===== config.mk =====
export PLATFORM = sky130hd
export DESIGN_NAME = pll_route_ctrl
export DESIGN_NICKNAME = d
export VERILOG_FILES = /design/src/pll_route_pkg.sv /design/src/pll_route_ctrl.sv
export SDC_FILE = /design/constraint.sdc
export NUM_CORES = 1
export LEC_CHECK = 0
export ABC_AREA = 1
export BUFFER_PORTS_ARGS = -buffer_cell sky130_fd_sc_hd__buf_2
export CORE_MARGIN = 3
export CORE_UTILIZATION = 39
export DETAILED_ROUTE_END_ITERATION = 10
export PLACE_DENSITY_LB_ADDON = 0.1
export SETUP_SLACK_MARGIN = 0.2
export SYNTH_ARGS = -nofsm -noshare
export SYNTH_HDL_FRONTEND = slang
export SYNTH_SLANG_ARGS = --single-unit

===== constraint.sdc =====
create_clock -name CORE_CLK -period 3 [get_ports CORE_CLK]
set_clock_uncertainty 0.1 [all_clocks]
set_input_delay 0.3 -clock CORE_CLK [delete_from_list [all_inputs] [get_ports CORE_CLK]]
set_output_delay 0.3 -clock CORE_CLK [all_outputs]
set_load 0.01 [all_outputs]

===== src/pll_route_pkg.sv =====
package pll_route_pkg;
   // ************************************************************
   // register indices; byte address is four times the index
   // ************************************************************
   localparam logic [9:0]  IDX_PWR_POL   = 10'h010;
   localparam logic [9:0]  IDX_CAL_CTRL  = 10'h018;
   localparam logic [9:0]  IDX_DIV_RATIO = 10'h1e0;
   localparam logic [9:0]  IDX_SRC_SEL   = 10'h1e1;
   localparam logic [9:0]  IDX_UPDATE    = 10'h232;
   localparam logic [9:0]  IDX_STATUS    = 10'h233;
   localparam int          ADDR_W        = 12;

   // ************************************************************
   // field values and reset values
   // ************************************************************
   localparam logic [1:0]  PWR_NORMAL    = 2'h0;
   localparam logic [1:0]  PWR_ASYNC_PD  = 2'h1;
   localparam logic [2:0]  DIV_RST       = 3'h2;
   localparam logic [2:0]  DIV_OFFSET    = 3'h2;
   localparam logic [7:0]  UPDATE_CMD    = 8'h01;
   localparam logic [1:0]  RESP_OKAY     = 2'h0;
   localparam logic [1:0]  RESP_SLVERR   = 2'h2;
   localparam int          CAL_CYCLES    = 16;

   // settings held both staged and active
   typedef struct packed {
      logic       pfd_neg;
      logic [1:0] pwr;
      logic       cal;
      logic [2:0] div;
      logic       src_vco;
      logic       bypass;
   } ctrl_t;

   localparam ctrl_t CTRL_RST = '{pfd_neg: 1'b0, pwr: PWR_ASYNC_PD, cal: 1'b0,
                                  div: DIV_RST, src_vco: 1'b0, bypass: 1'b0};
endpackage

===== src/pll_route_ctrl.sv =====
// Design decision made here: register access over AXI4-Lite.
`timescale 1ns/1ps
module pll_route_ctrl
   import pll_route_pkg::*;
#(
   parameter int CAL_LEN = CAL_CYCLES
)(
   input  wire logic              CORE_CLK,
   input  wire logic              NRST,
   input  wire logic [ADDR_W-1:0] AWADDR,
   input  wire logic              AWVALID,
   output logic                   AWREADY,
   input  wire logic [31:0]       WDATA,
   input  wire logic [3:0]        WSTRB,
   input  wire logic              WVALID,
   output logic                   WREADY,
   output logic [1:0]             BRESP,
   output logic                   BVALID,
   input  wire logic              BREADY,
   input  wire logic [ADDR_W-1:0] ARADDR,
   input  wire logic              ARVALID,
   output logic                   ARREADY,
   output logic [31:0]            RDATA,
   output logic [1:0]             RRESP,
   output logic                   RVALID,
   input  wire logic              RREADY,
   output logic                   PLL_ON,
   output logic                   PLL_ASYNC_PD,
   output logic                   PFD_NEG_POL,
   output logic                   SRC_VCO,
   output logic                   DIV_BYPASS,
   output logic [2:0]             DIV_RATIO,
   output logic                   CAL_START,
   output logic                   CAL_BUSY
);

   // ************************************************************
   // bus handshakes
   // ************************************************************
   ctrl_t             stg_q;
   ctrl_t             act_q;
   logic              upd_q;
   logic              cal_done_q;
   logic [15:0]       cal_cnt_q;
   logic              seen_upd_q;

   // address and data are taken together, one transfer in flight
   wire               wr_go    = AWVALID & WVALID & ~AWREADY & ~BVALID;
   wire               wr_fire  = AWREADY & AWVALID & WVALID;
   wire               rd_go    = ARVALID & ~ARREADY & ~RVALID;
   wire               rd_fire  = ARREADY & ARVALID;
   wire               wlane    = wr_fire & WSTRB[0];
   wire [9:0]         widx     = AWADDR[ADDR_W-1:2];
   wire [9:0]         ridx     = ARADDR[ADDR_W-1:2];
   wire [7:0]         wb       = WDATA[7:0];

   // write decode
   wire               w_pwr    = wlane & (widx == IDX_PWR_POL);
   wire               w_cal    = wlane & (widx == IDX_CAL_CTRL);
   wire               w_div    = wlane & (widx == IDX_DIV_RATIO);
   wire               w_src    = wlane & (widx == IDX_SRC_SEL);
   wire               w_upd    = wlane & (widx == IDX_UPDATE) & (wb == UPDATE_CMD);
   wire               w_hit    = (widx == IDX_PWR_POL) | (widx == IDX_CAL_CTRL)
                               | (widx == IDX_DIV_RATIO) | (widx == IDX_SRC_SEL)
                               | (widx == IDX_UPDATE) | (widx == IDX_STATUS);

   // read selection shows staged values plus live status
   wire               r_hit    = (ridx == IDX_PWR_POL) | (ridx == IDX_CAL_CTRL)
                               | (ridx == IDX_DIV_RATIO) | (ridx == IDX_SRC_SEL)
                               | (ridx == IDX_UPDATE) | (ridx == IDX_STATUS);
   wire [7:0]         r_byte   =
        (ridx == IDX_PWR_POL)   ? {stg_q.pfd_neg, 5'h00, stg_q.pwr} :
        (ridx == IDX_CAL_CTRL)  ? {7'h00, stg_q.cal} :
        (ridx == IDX_DIV_RATIO) ? {5'h00, stg_q.div} :
        (ridx == IDX_SRC_SEL)   ? {6'h00, stg_q.src_vco, stg_q.bypass} :
        (ridx == IDX_UPDATE)    ? {7'h00, upd_q} :
        (ridx == IDX_STATUS)    ? {5'h00, upd_q, cal_done_q, CAL_BUSY} : 8'h00;

   // staged next value; unwritten fields keep their contents
   ctrl_t             stg_d;
   always_comb
   begin
      stg_d = stg_q;
      if (w_pwr)
      begin
         stg_d.pfd_neg = wb[7];
         stg_d.pwr     = wb[1:0];
      end
      if (w_cal)
         stg_d.cal = wb[0];
      if (w_div)
         stg_d.div = wb[2:0];
      if (w_src)
      begin
         stg_d.src_vco = wb[1];
         stg_d.bypass  = wb[0];
      end
   end

   // write channel: ready pulses for one cycle, response follows
   always_ff @(posedge CORE_CLK or negedge NRST)
   begin
      if (!NRST)
      begin
         AWREADY <= 1'b0;
         WREADY  <= 1'b0;
         BVALID  <= 1'b0;
         BRESP   <= RESP_OKAY;
      end
      else
      begin
         AWREADY <= wr_go;
         WREADY  <= wr_go;
         if (wr_fire)
         begin
            BVALID <= 1'b1;
            BRESP  <= w_hit ? RESP_OKAY : RESP_SLVERR;
         end
         else if (BREADY)
            BVALID <= 1'b0;
      end
   end

   // read channel
   always_ff @(posedge CORE_CLK or negedge NRST)
   begin
      if (!NRST)
      begin
         ARREADY <= 1'b0;
         RVALID  <= 1'b0;
         RDATA   <= 32'h0000_0000;
         RRESP   <= RESP_OKAY;
      end
      else
      begin
         ARREADY <= rd_go;
         if (rd_fire)
         begin
            RVALID <= 1'b1;
            RDATA  <= {24'h00_0000, r_byte};
            RRESP  <= r_hit ? RESP_OKAY : RESP_SLVERR;
         end
         else if (RREADY)
            RVALID <= 1'b0;
      end
   end

   // ************************************************************
   // staging, commit and active outputs
   // ************************************************************
   // a launch needs the committed bit to go from clear to set, so a
   // bit left set by an earlier commit never relaunches
   wire               cal_rise = upd_q & stg_q.cal & ~act_q.cal;
   wire [15:0]        cal_len  = 16'(CAL_LEN);

   // staged copy and update flag; a fresh update write wins over self-clear
   always_ff @(posedge CORE_CLK or negedge NRST)
   begin
      if (!NRST)
      begin
         stg_q      <= CTRL_RST;
         upd_q      <= 1'b0;
         seen_upd_q <= 1'b0;
      end
      else
      begin
         stg_q      <= stg_d;
         upd_q      <= w_upd;
         seen_upd_q <= seen_upd_q | upd_q;
      end
   end

   // active copy moves as a whole only while the update flag stands
   always_ff @(posedge CORE_CLK or negedge NRST)
   begin
      if (!NRST)
      begin
         act_q        <= CTRL_RST;
         PLL_ON       <= 1'b0;
         PLL_ASYNC_PD <= 1'b1;
         PFD_NEG_POL  <= 1'b0;
         SRC_VCO      <= 1'b0;
         DIV_BYPASS   <= 1'b0;
         DIV_RATIO    <= DIV_RST + DIV_OFFSET;
      end
      else if (upd_q)
      begin
         act_q        <= stg_q;
         PLL_ON       <= (stg_q.pwr == PWR_NORMAL);
         PLL_ASYNC_PD <= (stg_q.pwr == PWR_ASYNC_PD);
         PFD_NEG_POL  <= stg_q.pfd_neg;
         SRC_VCO      <= stg_q.src_vco;
         DIV_BYPASS   <= stg_q.bypass;
         DIV_RATIO    <= stg_q.div + DIV_OFFSET;
      end
   end

   // ************************************************************
   // calibration sequencer
   // ************************************************************
   // fixed busy time; the analog end is not modelled, only its window
   always_ff @(posedge CORE_CLK or negedge NRST)
   begin
      if (!NRST)
      begin
         CAL_START  <= 1'b0;
         CAL_BUSY   <= 1'b0;
         cal_done_q <= 1'b0;
         cal_cnt_q  <= 16'h0000;
      end
      else
      begin
         CAL_START <= cal_rise;
         if (cal_rise)
         begin
            CAL_BUSY   <= 1'b1;
            cal_done_q <= 1'b0;
            cal_cnt_q  <= cal_len;
         end
         else if (CAL_BUSY)
         begin
            cal_cnt_q <= cal_cnt_q - 16'h0001;
            if (cal_cnt_q == 16'h0001)
            begin
               CAL_BUSY   <= 1'b0;
               cal_done_q <= 1'b1;
            end
         end
      end
   end

   // ************************************************************
   // checks
   // ************************************************************
   chk_pd_follow: assert property (@(posedge CORE_CLK) disable iff (!NRST)
      upd_q |=> PLL_ASYNC_PD == ($past(stg_q.pwr) == PWR_ASYNC_PD)
                && PLL_ON == ($past(stg_q.pwr) == PWR_NORMAL))
      else $error("power-down output does not follow committed field");
   chk_bypass_follow: assert property (@(posedge CORE_CLK) disable iff (!NRST)
      upd_q |=> DIV_BYPASS == $past(stg_q.bypass))
      else $error("bypass output does not follow committed bit");
   chk_source_follow: assert property (@(posedge CORE_CLK) disable iff (!NRST)
      upd_q |=> SRC_VCO == $past(stg_q.src_vco))
      else $error("source output does not follow committed bit");
   chk_ratio_map: assert property (@(posedge CORE_CLK) disable iff (!NRST)
      1'b1 |-> DIV_RATIO == act_q.div + DIV_OFFSET)
      else $error("divide ratio not field plus two");
   chk_pol_follow: assert property (@(posedge CORE_CLK) disable iff (!NRST)
      upd_q |=> PFD_NEG_POL == $past(stg_q.pfd_neg))
      else $error("polarity output does not follow committed bit");
   chk_cal_launch: assert property (@(posedge CORE_CLK) disable iff (!NRST)
      (upd_q && stg_q.cal && !act_q.cal) |=> CAL_START ##1 (CAL_BUSY && !CAL_START))
      else $error("calibration not launched on committed rise");
   chk_cal_rearm: assert property (@(posedge CORE_CLK) disable iff (!NRST)
      CAL_START |-> $past(upd_q) && !$past(act_q.cal) && act_q.cal)
      else $error("calibration started without clear then set");
   chk_hold_uncommitted: assert property (@(posedge CORE_CLK) disable iff (!NRST)
      !upd_q |=> $stable(act_q) && $stable(SRC_VCO) && $stable(DIV_RATIO))
      else $error("active setting changed without update");
   chk_reset_default: assert property (@(posedge CORE_CLK) disable iff (!NRST)
      !seen_upd_q |-> act_q == CTRL_RST && PLL_ASYNC_PD && DIV_RATIO == 3'h4)
      else $error("defaults lost before first update");
   chk_update_clear: assert property (@(posedge CORE_CLK) disable iff (!NRST)
      (upd_q && !w_upd) |=> !upd_q)
      else $error("update bit failed to clear itself");

   // pulse shape, exclusivity and whole-word commit
   chk_pll_exclusive: assert property (@(posedge CORE_CLK) disable iff (!NRST)
      !(PLL_ON && PLL_ASYNC_PD))
      else $error("PLL shown both running and powered down");
   chk_ratio_range: assert property (@(posedge CORE_CLK) disable iff (!NRST)
      (act_q.div <= 3'h4) |-> (DIV_RATIO >= 3'h2 && DIV_RATIO <= 3'h6))
      else $error("documented divider code gave ratio outside two to six");
   chk_start_pulse: assert property (@(posedge CORE_CLK) disable iff (!NRST)
      CAL_START |=> !CAL_START)
      else $error("calibration start longer than one cycle");
   chk_start_busy: assert property (@(posedge CORE_CLK) disable iff (!NRST)
      CAL_START |-> CAL_BUSY)
      else $error("calibration start without busy");
   chk_cal_done: assert property (@(posedge CORE_CLK) disable iff (!NRST)
      $fell(CAL_BUSY) |-> cal_done_q)
      else $error("calibration end did not set done");
   chk_commit_whole: assert property (@(posedge CORE_CLK) disable iff (!NRST)
      upd_q |=> act_q == $past(stg_q))
      else $error("active copy differs from committed staging");
   chk_update_value: assert property (@(posedge CORE_CLK) disable iff (!NRST)
      (wr_fire && widx == IDX_UPDATE && wb != UPDATE_CMD) |=> !upd_q)
      else $error("update flag raised by a value other than one");
   chk_reset_route: assert property (@(posedge CORE_CLK) disable iff (!NRST)
      !seen_upd_q |-> !PLL_ON && !SRC_VCO && !DIV_BYPASS && !PFD_NEG_POL)
      else $error("reset routing lost before first update");

endmodule


==> results of run 1 <==
==> flip-flops by register name, summed over array words and instances (netlist names), 3 cells and up <==
signal     cells
stg_q          9
RDATA          4
cal_cnt_q     16
DIV_RATIO      3
==> repair_timing <==
action / CTS / global route
hold buffers: 1 / 0
hold endpoints to repair: 28 / 0
endpoints found under the setup margin: 0 / 0
==> worst max path at each step <==
stage,startpoint,to,slack [ns]
2_1_floorplan,cal_cnt_q[0],cal_cnt_q[14],1.54
3_3_place_gp,cal_cnt_q[0],cal_cnt_q[14],1.36
3_5_place_dp,cal_cnt_q[0],cal_cnt_q[14],1.31
4_1_cts,cal_cnt_q[0],cal_cnt_q[14],1.30
5_1_grt,cal_cnt_q[0],cal_cnt_q[14],1.13
6_report,cal_cnt_q[0],cal_cnt_q[14],1.32
==> cell type report <==
type / count / area [sq um] / share of cell area, %
clock buffer: 5 / 68.82 / 2.198
clock inverter: 3 / 46.29 / 1.479
inverter: 50 / 187.7 / 5.995
multi-input combinational: 258 / 1207 / 38.57
sequential: 48 / 1206 / 38.53
tap: 93 / 116.4 / 3.717
timing repair buffer: 58 / 297.8 / 9.512
==> stage by stage <==
| step | power [mW] | area (sq um) | hold slack, ns |
|---|---|---|---|
| finish | 1.275 | 3131 | 0.06553 |
| global placement | 0.8006 | 3005 | 0.2800 |
| global route | 1.334 | 3131 | 0.05850 |
| detailed placement | 0.8016 | 3005 | 0.2766 |
| CTS | 1.289 | 3131 | 0.05814 |
| floorplan | 0.7672 | 2845 | -0.09559 |
==> critical path: stages, from the launching register on <==
cell and delay [ns]:
dfrtp_1 0.39, inv_1 0.11, ha_1 0.18, nand2_1 0.09
nor2_1 0.17, inv_1 0.10, nor3_2 0.22, nand3_1 0.10
nand2_1 0.07, nor2_1 0.05
==> metal layers <==
layer  share of wire, %  GRT usage, %  vias to the layer above
met3                6.0         3.088                        2
met2                 45         23.75                       68
met5                  0             0                        -
met1                 48         19.45                     1036
li1                   -             -                     1218
met4               0.40         3.448                        0
==> cell families (layout without fill, tap and decap cells) <==
group	after synthesis	count (layout)
AO/OA/AOI/OAI	50	50
XOR/XNOR	1	1
adder cells (fa/ha/maj)	2	2
buffers and inverters	83	116
flip-flops	48	48
other	1	30
AND/OR/NAND/NOR	175	175
==> report_power, final <==
group | internal (mW) | total (mW) | switching, mW
Sequential | 0.659 | 0.666 | 0.00683
Clock | 0.251 | 0.486 | 0.235
Combinational | 0.0402 | 0.123 | 0.0826
Total | 0.951 | 1.27 | 0.324
==> cell usage after synthesis (all sizes together) <==
| master | number |
|---|---|
| nor3b | 1 |
| a31oi | 2 |
| nand3 | 22 |
| buf | 32 |
| nor4 | 5 |
| o211ai | 1 |
| ha | 2 |
| and3 | 1 |
| nor3 | 11 |
| a21oi | 14 |
| o21a | 1 |
| dfrtp | 44 |
| clkinv | 1 |
| nand4 | 8 |
| clkbuf | 1 |
| nor2 | 43 |
| or2 | 1 |
| nand2 | 83 |
| o21ai | 31 |
| conb | 1 |
| inv | 49 |
| xnor2 | 1 |
| o2111ai | 1 |
| dfstp | 4 |
==> impl_metrics.yaml, run 1 <==
final_layout:
  final_common_cell: "nand2_1"
  stdcell_count: 515
  drive_gt1_share_pct: 19.67
  final_cell_mix: "82 x nand2_1, 56 x buf_2, 48 x inv_1"
  fill_cells: 666
  postLayoutCoreUtil_pct: 47.67
  final_nets: 490
  area_growth_pct: 14.40
  diodes: 0
placed_design:
  io_buffers: 56
  place_inst: 506
  gp_congestion: 0.8196
  dp_hpwl_um: 4450
  pre_cts_ws_ns: 1.311
logic_synthesis:
  synth_mux_area_share_pct: 0
  synth_top_area_share_pct: 40.24
  synth_top_family_by_area: "simple AND/OR/NAND/NOR gates"
  netlist_area_sq_mm: 0.002736
  synth_xor_xnor_area_share_pct: 0.3201
  synth_seq_area_share_pct: 44.08
  ys_types: 31
  synthAdderAreaFrac_pct: 0.9145
  synth-compound-area-share_pct: 9.556
  ys_ff_latch: 48
  synth-simple-area-share_pct: 29.22
  syn_area_per_cell_sq_um: 7.601
  ys_warn_count: 0
  synth_top_area_cell: "dfrtp_1"
  syn_inst: 360
  yosys-top-cells-area: "dfrtp_1 40%, nand2_1 11%, buf_4 8.8%, inv_1 6.6%, o21ai_0 5.7%"
clock_tree:
  root_buffer: "clkbuf_8"
  worst_skew_pair.late_latency_ns: 0.30
  cts_inserted_buffers: 5
  post_cts_buffers: 0
  clockBufferDepth: 2
  cts.sinks: 48
  cts_resized: 0
  tritoncts: "built"
  h-tree-depth: 2
  clk_pin_slew_ns: 0.10
global_route:
  antenna_found_initial: 0
  grt_max_degree: 30
  grt_pass1_vias: 2209
  grt_pass1_wl_um: 9811
  grt-ovfl-total: 0
  grt_util_all_layers_pct: 14.41
routing:
  wl_per_cell_um: 11.05
  dr.pass1.iters: 4
  routed_wl_um: 5693
  drt_iter0_drc: 128
  viasPerCell: 4.513
  ant_nets: 0
  vias: 2324
  drc: 0
floorplanning:
  start_util_pct: 41.67
  rows: 29
  die_w_um: 89.77
  fp.dieArea_sq_mm: 0.008058
  fp.dieH_um: 89.77
  num_io_pins: 118
  core_area_sq_mm: 0.006568
status:
  outcome: "completed"
critical_path:
  crit_fanout: 4
  reg2regPathDepth: 9
  arrival_ns: 1.79
  rrSetupSlack_ns: 1.32
  reg2reg_from: "cal_cnt_q[0]"
  cp.required_ns: 3.10
  critPathLaunchType: "flop"
  end_kind: "flop"
  r2r_end: "cal_cnt_q[14]"
  critPathKind: "flop to flop"
timing:
  worst_pin_slew_ns: 0.6412
  fin_crit_sh_pct: 56.12
  setup_violations: 0
  slew_headroom_pct: 57.26
  period_needed_ns: 1.684
  drv_slew: 0
  hold_viol: 0
  setup_tns_ns: 0
  rsz0062_at_grt: "no"
  max_freq_ghz: 0.5939
  worst_slack_ns: 1.316
worst_hold_path:
  hp-start: "BREADY"
  hold_path_depth: 2
  min_to: "BVALID"
  min_path_type: "input pin to flop"
power_and_ir_drop:
  vdd_drop_max_mv: 0.1520
  leakage_nw: 1.702
  power_density_mw_per_mm2: 407.1
job:
  maxCapViolCount: 0
Note: power is estimated with default switching activity, not from simulation.
==> run 2: changes to the inputs <==
==> constraint.sdc (replaced) <==
create_clock -name CORE_CLK -period 1.57 [get_ports CORE_CLK]
set_clock_uncertainty 0.1 [all_clocks]
set_input_delay 0.157 -clock CORE_CLK [delete_from_list [all_inputs] [get_ports CORE_CLK]]
set_output_delay 0.157 -clock CORE_CLK [all_outputs]
set_load 0.01 [all_outputs]
==> impl_metrics.yaml, run 2 (synthesized netlist as in run 1, its figures left out) <==
global_route:
  grt_pass1_wl_um: 10580
  grt_max_degree: 20
  grt_pass1_vias: 2357
  antenna_found_initial: 0
  grt_util_all_layers_pct: 15.48
  grt-ovfl-total: 0
placed_design:
  postPlaceCellArea_sq_mm: 0.003102
  place_inst: 514
  pre_cts_ws_ns: 0.04956
  dp_hpwl_um: 4737
  io_buffers: 56
  gp_congestion: 0.8452
final_layout:
  final_common_cell: "nand2_1"
  stdcell_count: 543
  largestRegisters: "cal_cnt_q: 16 flops, stg_q: 9 flops, RDATA: 4 flops"
  drive_gt1_share_pct: 28.89
  diodes: 0
  final_area_sq_mm: 0.003507
  final_cell_mix: "77 x nand2_1, 56 x buf_2, 43 x dfrtp_1"
  area_growth_pct: 28.17
  multi_input_area_sq_mm: 0.001334
  largest_reg_flops: 16
  final_nets: 518
  fill_cells: 635
  seq_area_sq_mm: 0.001207
  top_register: "cal_cnt_q"
timing:
  period_needed_ns: 1.484
  setup_tns_ns: 0
  worst_slack_ns: 0.08564
  setup_violations: 0
  drv_slew: 0
  rsz0062_at_grt: "yes"
  max_freq_ghz: 0.6737
  fin_crit_sh_pct: 94.55
  hold_viol: 0
routing:
  viasPerCell: 4.529
  wl_per_cell_um: 11.09
  drt_iter0_drc: 38
  drc: 0
  routed_wl_um: 6020
  ant_nets: 0
  dr.pass1.iters: 4
  vias: 2459
floorplanning:
  start_util_pct: 41.67
  fp.dieArea_sq_mm: 0.008058
  rows: 29
  die_w_um: 89.77
  core_area_sq_mm: 0.006568
  num_io_pins: 118
  fp.dieH_um: 89.77
critical_path:
  crit_path_top_delay_cell: "dfrtp_1"
  crit_fanout: 4
  reg2regPathDepth: 9
  critPathMaxStageDelay_ns: 0.39
  cp.required_ns: 1.67
  arrival_ns: 1.58
  cp_common_cell: "inv_2"
  end_kind: "flop"
  reg2reg_from: "cal_cnt_q[1]"
  rrSetupSlack_ns: 0.09
  critPathKind: "flop to flop"
  critPathLaunchType: "flop"
  r2r_end: "cal_cnt_q[14]"
  crit_chain: "inv_2 > ha_4 > nand2_4 > nor2_4 > inv_2 > nor3_4 > nand3_1 > nand2_1 > nor2_1"
power_and_ir_drop:
  vdd_drop_max_mv: 0.2646
  finalPower_mw: 2.430
  leakage_nw: 1.867
  power_density_mw_per_mm2: 692.9
worst_hold_path:
  min_to: "stg_q[5]"
  hp-start: "WDATA[0]"
  hold_path_depth: 3
  min_path_type: "input pin to flop"
clock_tree:
  h-tree-depth: 2
  tritoncts: "built"
  cts_inserted_buffers: 5
  clockBufferDepth: 2
  worst_skew_pair.late_latency_ns: 0.30
  root_buffer: "clkbuf_8"
  clk_pin_slew_ns: 0.09
  cts.sinks: 48
job:
  maxCapViolCount: 0
status:
  outcome: "completed"
## run 2: how the worst max path moves through the flow
stage | depth (start not counted) | endpoint | slack, ns | start
2_1_floorplan | 9 | cal_cnt_q[14] | 0.17 | cal_cnt_q[1]
3_3_place_gp | 9 | cal_cnt_q[14] | 0.07 | cal_cnt_q[1]
3_5_place_dp | 9 | cal_cnt_q[14] | 0.05 | cal_cnt_q[1]
4_1_cts | 7 | cal_cnt_q[9] | 0.12 | cal_cnt_q[1]
5_1_grt | 7 | cal_cnt_q[13] | -0.02 | cal_cnt_q[0]
6_report | 9 | cal_cnt_q[14] | 0.09 | cal_cnt_q[1]
## run 2: per-layer routing
layer	vias up	track usage, %	share of wire (%)
met4	0	4.598	1.1
met5	-	0	0
met1	1117	20.11	47
met2	57	26.50	47
met3	8	2.671	4.8
li1	1277	-	-
## run 2: cell type report
class,count,share of cell area (%)
repair buffers,86,15.52
well taps,93,3.318
multi-input cells,258,38.03
inverters,50,5.530
flip-flops and latches,48,34.43
clock inverters,3,1.213
clock buffers,5,1.962
## run 2: metrics by stage
stage	hold WS, ns	util [%]
after floorplan	-0.2386	-
after global placement	-0.04088	47.23
after detailed placement	-0.04320	47.23
after CTS	0.004271	50.92
after global routing	0.01622	53.40
final	0.01033	53.40
## run 2: power by group
group / total, mW / switching (mW) / leakage, nW / internal (mW)
sequential: 1.27 / 0.0125 / 0.647 / 1.26
clock: 0.893 / 0.421 / 0.0541 / 0.471
combinational: 0.266 / 0.166 / 1.17 / 0.0991
total: 2.43 / 0.600 / 1.87 / 1.83
## run 2: critical path, delay by kind of cell (launching register included)
family	cells	cell delay, ns
buf+inv	2	0.17
simple gates	6	0.56
flops	1	0.39
fa+ha+maj	1	0.16
## run 2: timing repair
item / CTS / global route
resized for setup: 8 / 27
endpoints found under the setup margin: 16 / 24
cloned: 0 / 0
endpoints found under the hold margin: 50 / 1
hold buffers: 9 / 1
setup buffers: 3 / 9
pin swaps: 2 / 9
==> run 3: changes to the inputs <==
--- a/config.mk
+++ b/config.mk
@@ -8,7 +8,8 @@
 export ABC_AREA = 1
 export BUFFER_PORTS_ARGS = -buffer_cell sky130_fd_sc_hd__buf_2
 export CORE_MARGIN = 3
-export CORE_UTILIZATION = 39
+export CORE_UTILIZATION = 48
+export CTS_CLUSTER_SIZE = 16
 export DETAILED_ROUTE_END_ITERATION = 10
 export PLACE_DENSITY_LB_ADDON = 0.1
 export SETUP_SLACK_MARGIN = 0.2
==> impl_metrics.yaml, run 3 (synthesized netlist as in run 1, its figures left out) <==
status:
  outcome: "completed"
global_route:
  antenna_found_initial: 0
  grt_max_degree: 23
  grt_pass1_vias: 2318
  grt-ovfl-total: 0
  grt_pass1_wl_um: 9963
  grt_util_all_layers_pct: 19.30
routing:
  vias: 2456
  dr.pass1.iters: 4
  wl_met1_um: 2581
  viasPerCell: 4.714
  wl_per_cell_um: 11.65
  routed_wl_um: 6069
  wl_met3_um: 248
  drc: 0
  routed-wl-met2_um: 3142
  highest_layer: "met4"
  ant_nets: 0
  drt_iter0_drc: 76
floorplanning:
  core_area_sq_mm: 0.005303
  die_w_um: 81.51
  num_io_pins: 118
  fp.dieH_um: 81.51
  start_util_pct: 51.60
  rows: 26
  fp.dieArea_sq_mm: 0.006643
clock_tree:
  clockBufferDepth: 2
  cts.sinks: 48
  root_buffer: "clkbuf_8"
  cts_inserted_buffers: 5
  tritoncts: "built"
  worst_skew_pair.late_latency_ns: 0.30
  clk_pin_slew_ns: 0.08
  h-tree-depth: 2
timing:
  slew_headroom_pct: 63.74
  drv_slew: 0
  worst_pin_slew_ns: 0.5439
  hold_viol: 0
  fin_crit_sh_pct: 92.90
  setup_violations: 0
  rsz0062_at_grt: "yes"
  setup_tns_ns: 0
  period_needed_ns: 1.459
  max_freq_ghz: 0.6856
critical_path:
  startpoint: "cal_cnt_q[0]"
  cp.required_ns: 1.67
  r2r_end: "cal_cnt_q[14]"
  reg2regPathDepth: 9
  end_kind: "flop"
  critPathLaunchType: "flop"
  crit_fanout: 4
  reg2reg_from: "cal_cnt_q[0]"
  rrSetupSlack_ns: 0.11
  arrival_ns: 1.56
  critPathKind: "flop to flop"
worst_hold_path:
  hold_path_depth: 3
  hp-start: "WDATA[2]"
  min_to: "stg_q[4]"
  min_path_type: "input pin to flop"
final_layout:
  area_growth_pct: 26.11
  final_nets: 519
  final_common_cell: "nand2_1"
  final_cell_mix: "80 x nand2_1, 56 x buf_2, 42 x dfrtp_1"
  largest_reg_flops: 16
  diodes: 0
  top_register: "cal_cnt_q"
  largestRegisters: "cal_cnt_q: 16 flops, stg_q: 9 flops, RDATA: 4 flops"
  postLayoutCoreUtil_pct: 65.08
  drive_gt1_share_pct: 28.16
power_and_ir_drop:
  vdd_drop_max_mv: 0.3364
  swShare_pct: 25.19
  power_density_mw_per_mm2: 666.2
  leakage_nw: 1.843
  p_seq_share_pct: 55.3
  p_clk_share_pct: 33.0
  p_int_mw: 1.720
  p_sw_uw: 579.1
  comb_power_share_pct: 11.6
placed_design:
  dp_hpwl_um: 4528
  io_buffers: 56
  gp_congestion: 0.8547
job:
  maxCapViolCount: 0
## run 3: cell types whose count changed in the layout (fill, tap and decap cells not counted), sizes merged
cell         previous run  this run
clkinvlp                2         3
bufinv                  1         0
clkbuf                  5         8
buf                    77        76
inv                    49        47
dlygate4sd3             9        10
## run 3: worst max-delay path, cell delays in order, from the launching register on
cell,delay (ns)
dfrtp_1,0.40
inv_2,0.10
ha_4,0.15
nand2_4,0.06
nor2_4,0.09
inv_2,0.05
nor3_4,0.18
nand3_1,0.10
nand2_1,0.08
nor2_1,0.04
## run 3: power by group through the flow
| stage | combinational [mW] | clock [mW] | sequential, mW |
|---|---|---|---|
| CTS | 0.263 | 0.781 | 1.27 |
| finish | 0.268 | 0.759 | 1.27 |
| detailed placement | 0.243 | 0 | 1.30 |
| global placement | 0.239 | 0 | 1.29 |
| global route | 0.307 | 0.840 | 1.28 |
| floorplan | 0.158 | 0 | 1.31 |
## run 3: repair_timing
item,4_1_cts,5_1_grt
endpoints found under the setup margin,15,27
gates cloned,0,1
hold buffers,10,0
endpoints found under the hold margin,22,0
resized for setup,13,24
pin swaps,5,5
setup buffers,4,7
## run 3: how the worst max path moves through the flow
stage / slack, ns / end
finish: 0.11 / cal_cnt_q[14]
floorplan: 0.17 / cal_cnt_q[14]
detailed placement: 0.05 / cal_cnt_q[14]
CTS: 0.11 / cal_cnt_q[14]
global placement: 0.07 / cal_cnt_q[14]
global route: 0.03 / cal_cnt_q[13]
## run 3: metrics by stage
stage	instances	power, mW	setup slack [ns]	cell area [sq um]	hold slack (ns)
2_1_floorplan	389	1.466	0.1710	2869	-0.2386
3_3_place_gp	491	1.534	0.06765	3073	0.05802
3_5_place_dp	491	1.539	0.04995	3073	0.06792
4_1_cts	513	2.316	0.1069	3334	0.001540
5_1_grt	521	2.423	0.03428	3451	0.01177
6_report	521	2.299	0.1115	3451	0.0007762
## run 3: layout make-up
| class | count | area, sq um |
|---|---|---|
| multi-input cells | 258 | 1313 |
| inverters | 50 | 197.7 |
| fillers | 479 | 1852 |
| flip-flops and latches | 48 | 1209 |
| repair inverters | 1 | 7.507 |
| well taps | 70 | 87.58 |
| clock buffers | 8 | 90.09 |
| repair buffers | 86 | 546.8 |
## run 3: per-layer routing
| layer | global-route usage (%) | vias to the layer above |
|---|---|---|
| met3 | 4.605 | 7 |
| li1 | - | 1279 |
| met1 | 22.32 | 1118 |
| met2 | 34.61 | 52 |
| met5 | 0 | - |
| met4 | 6.757 | 0 |
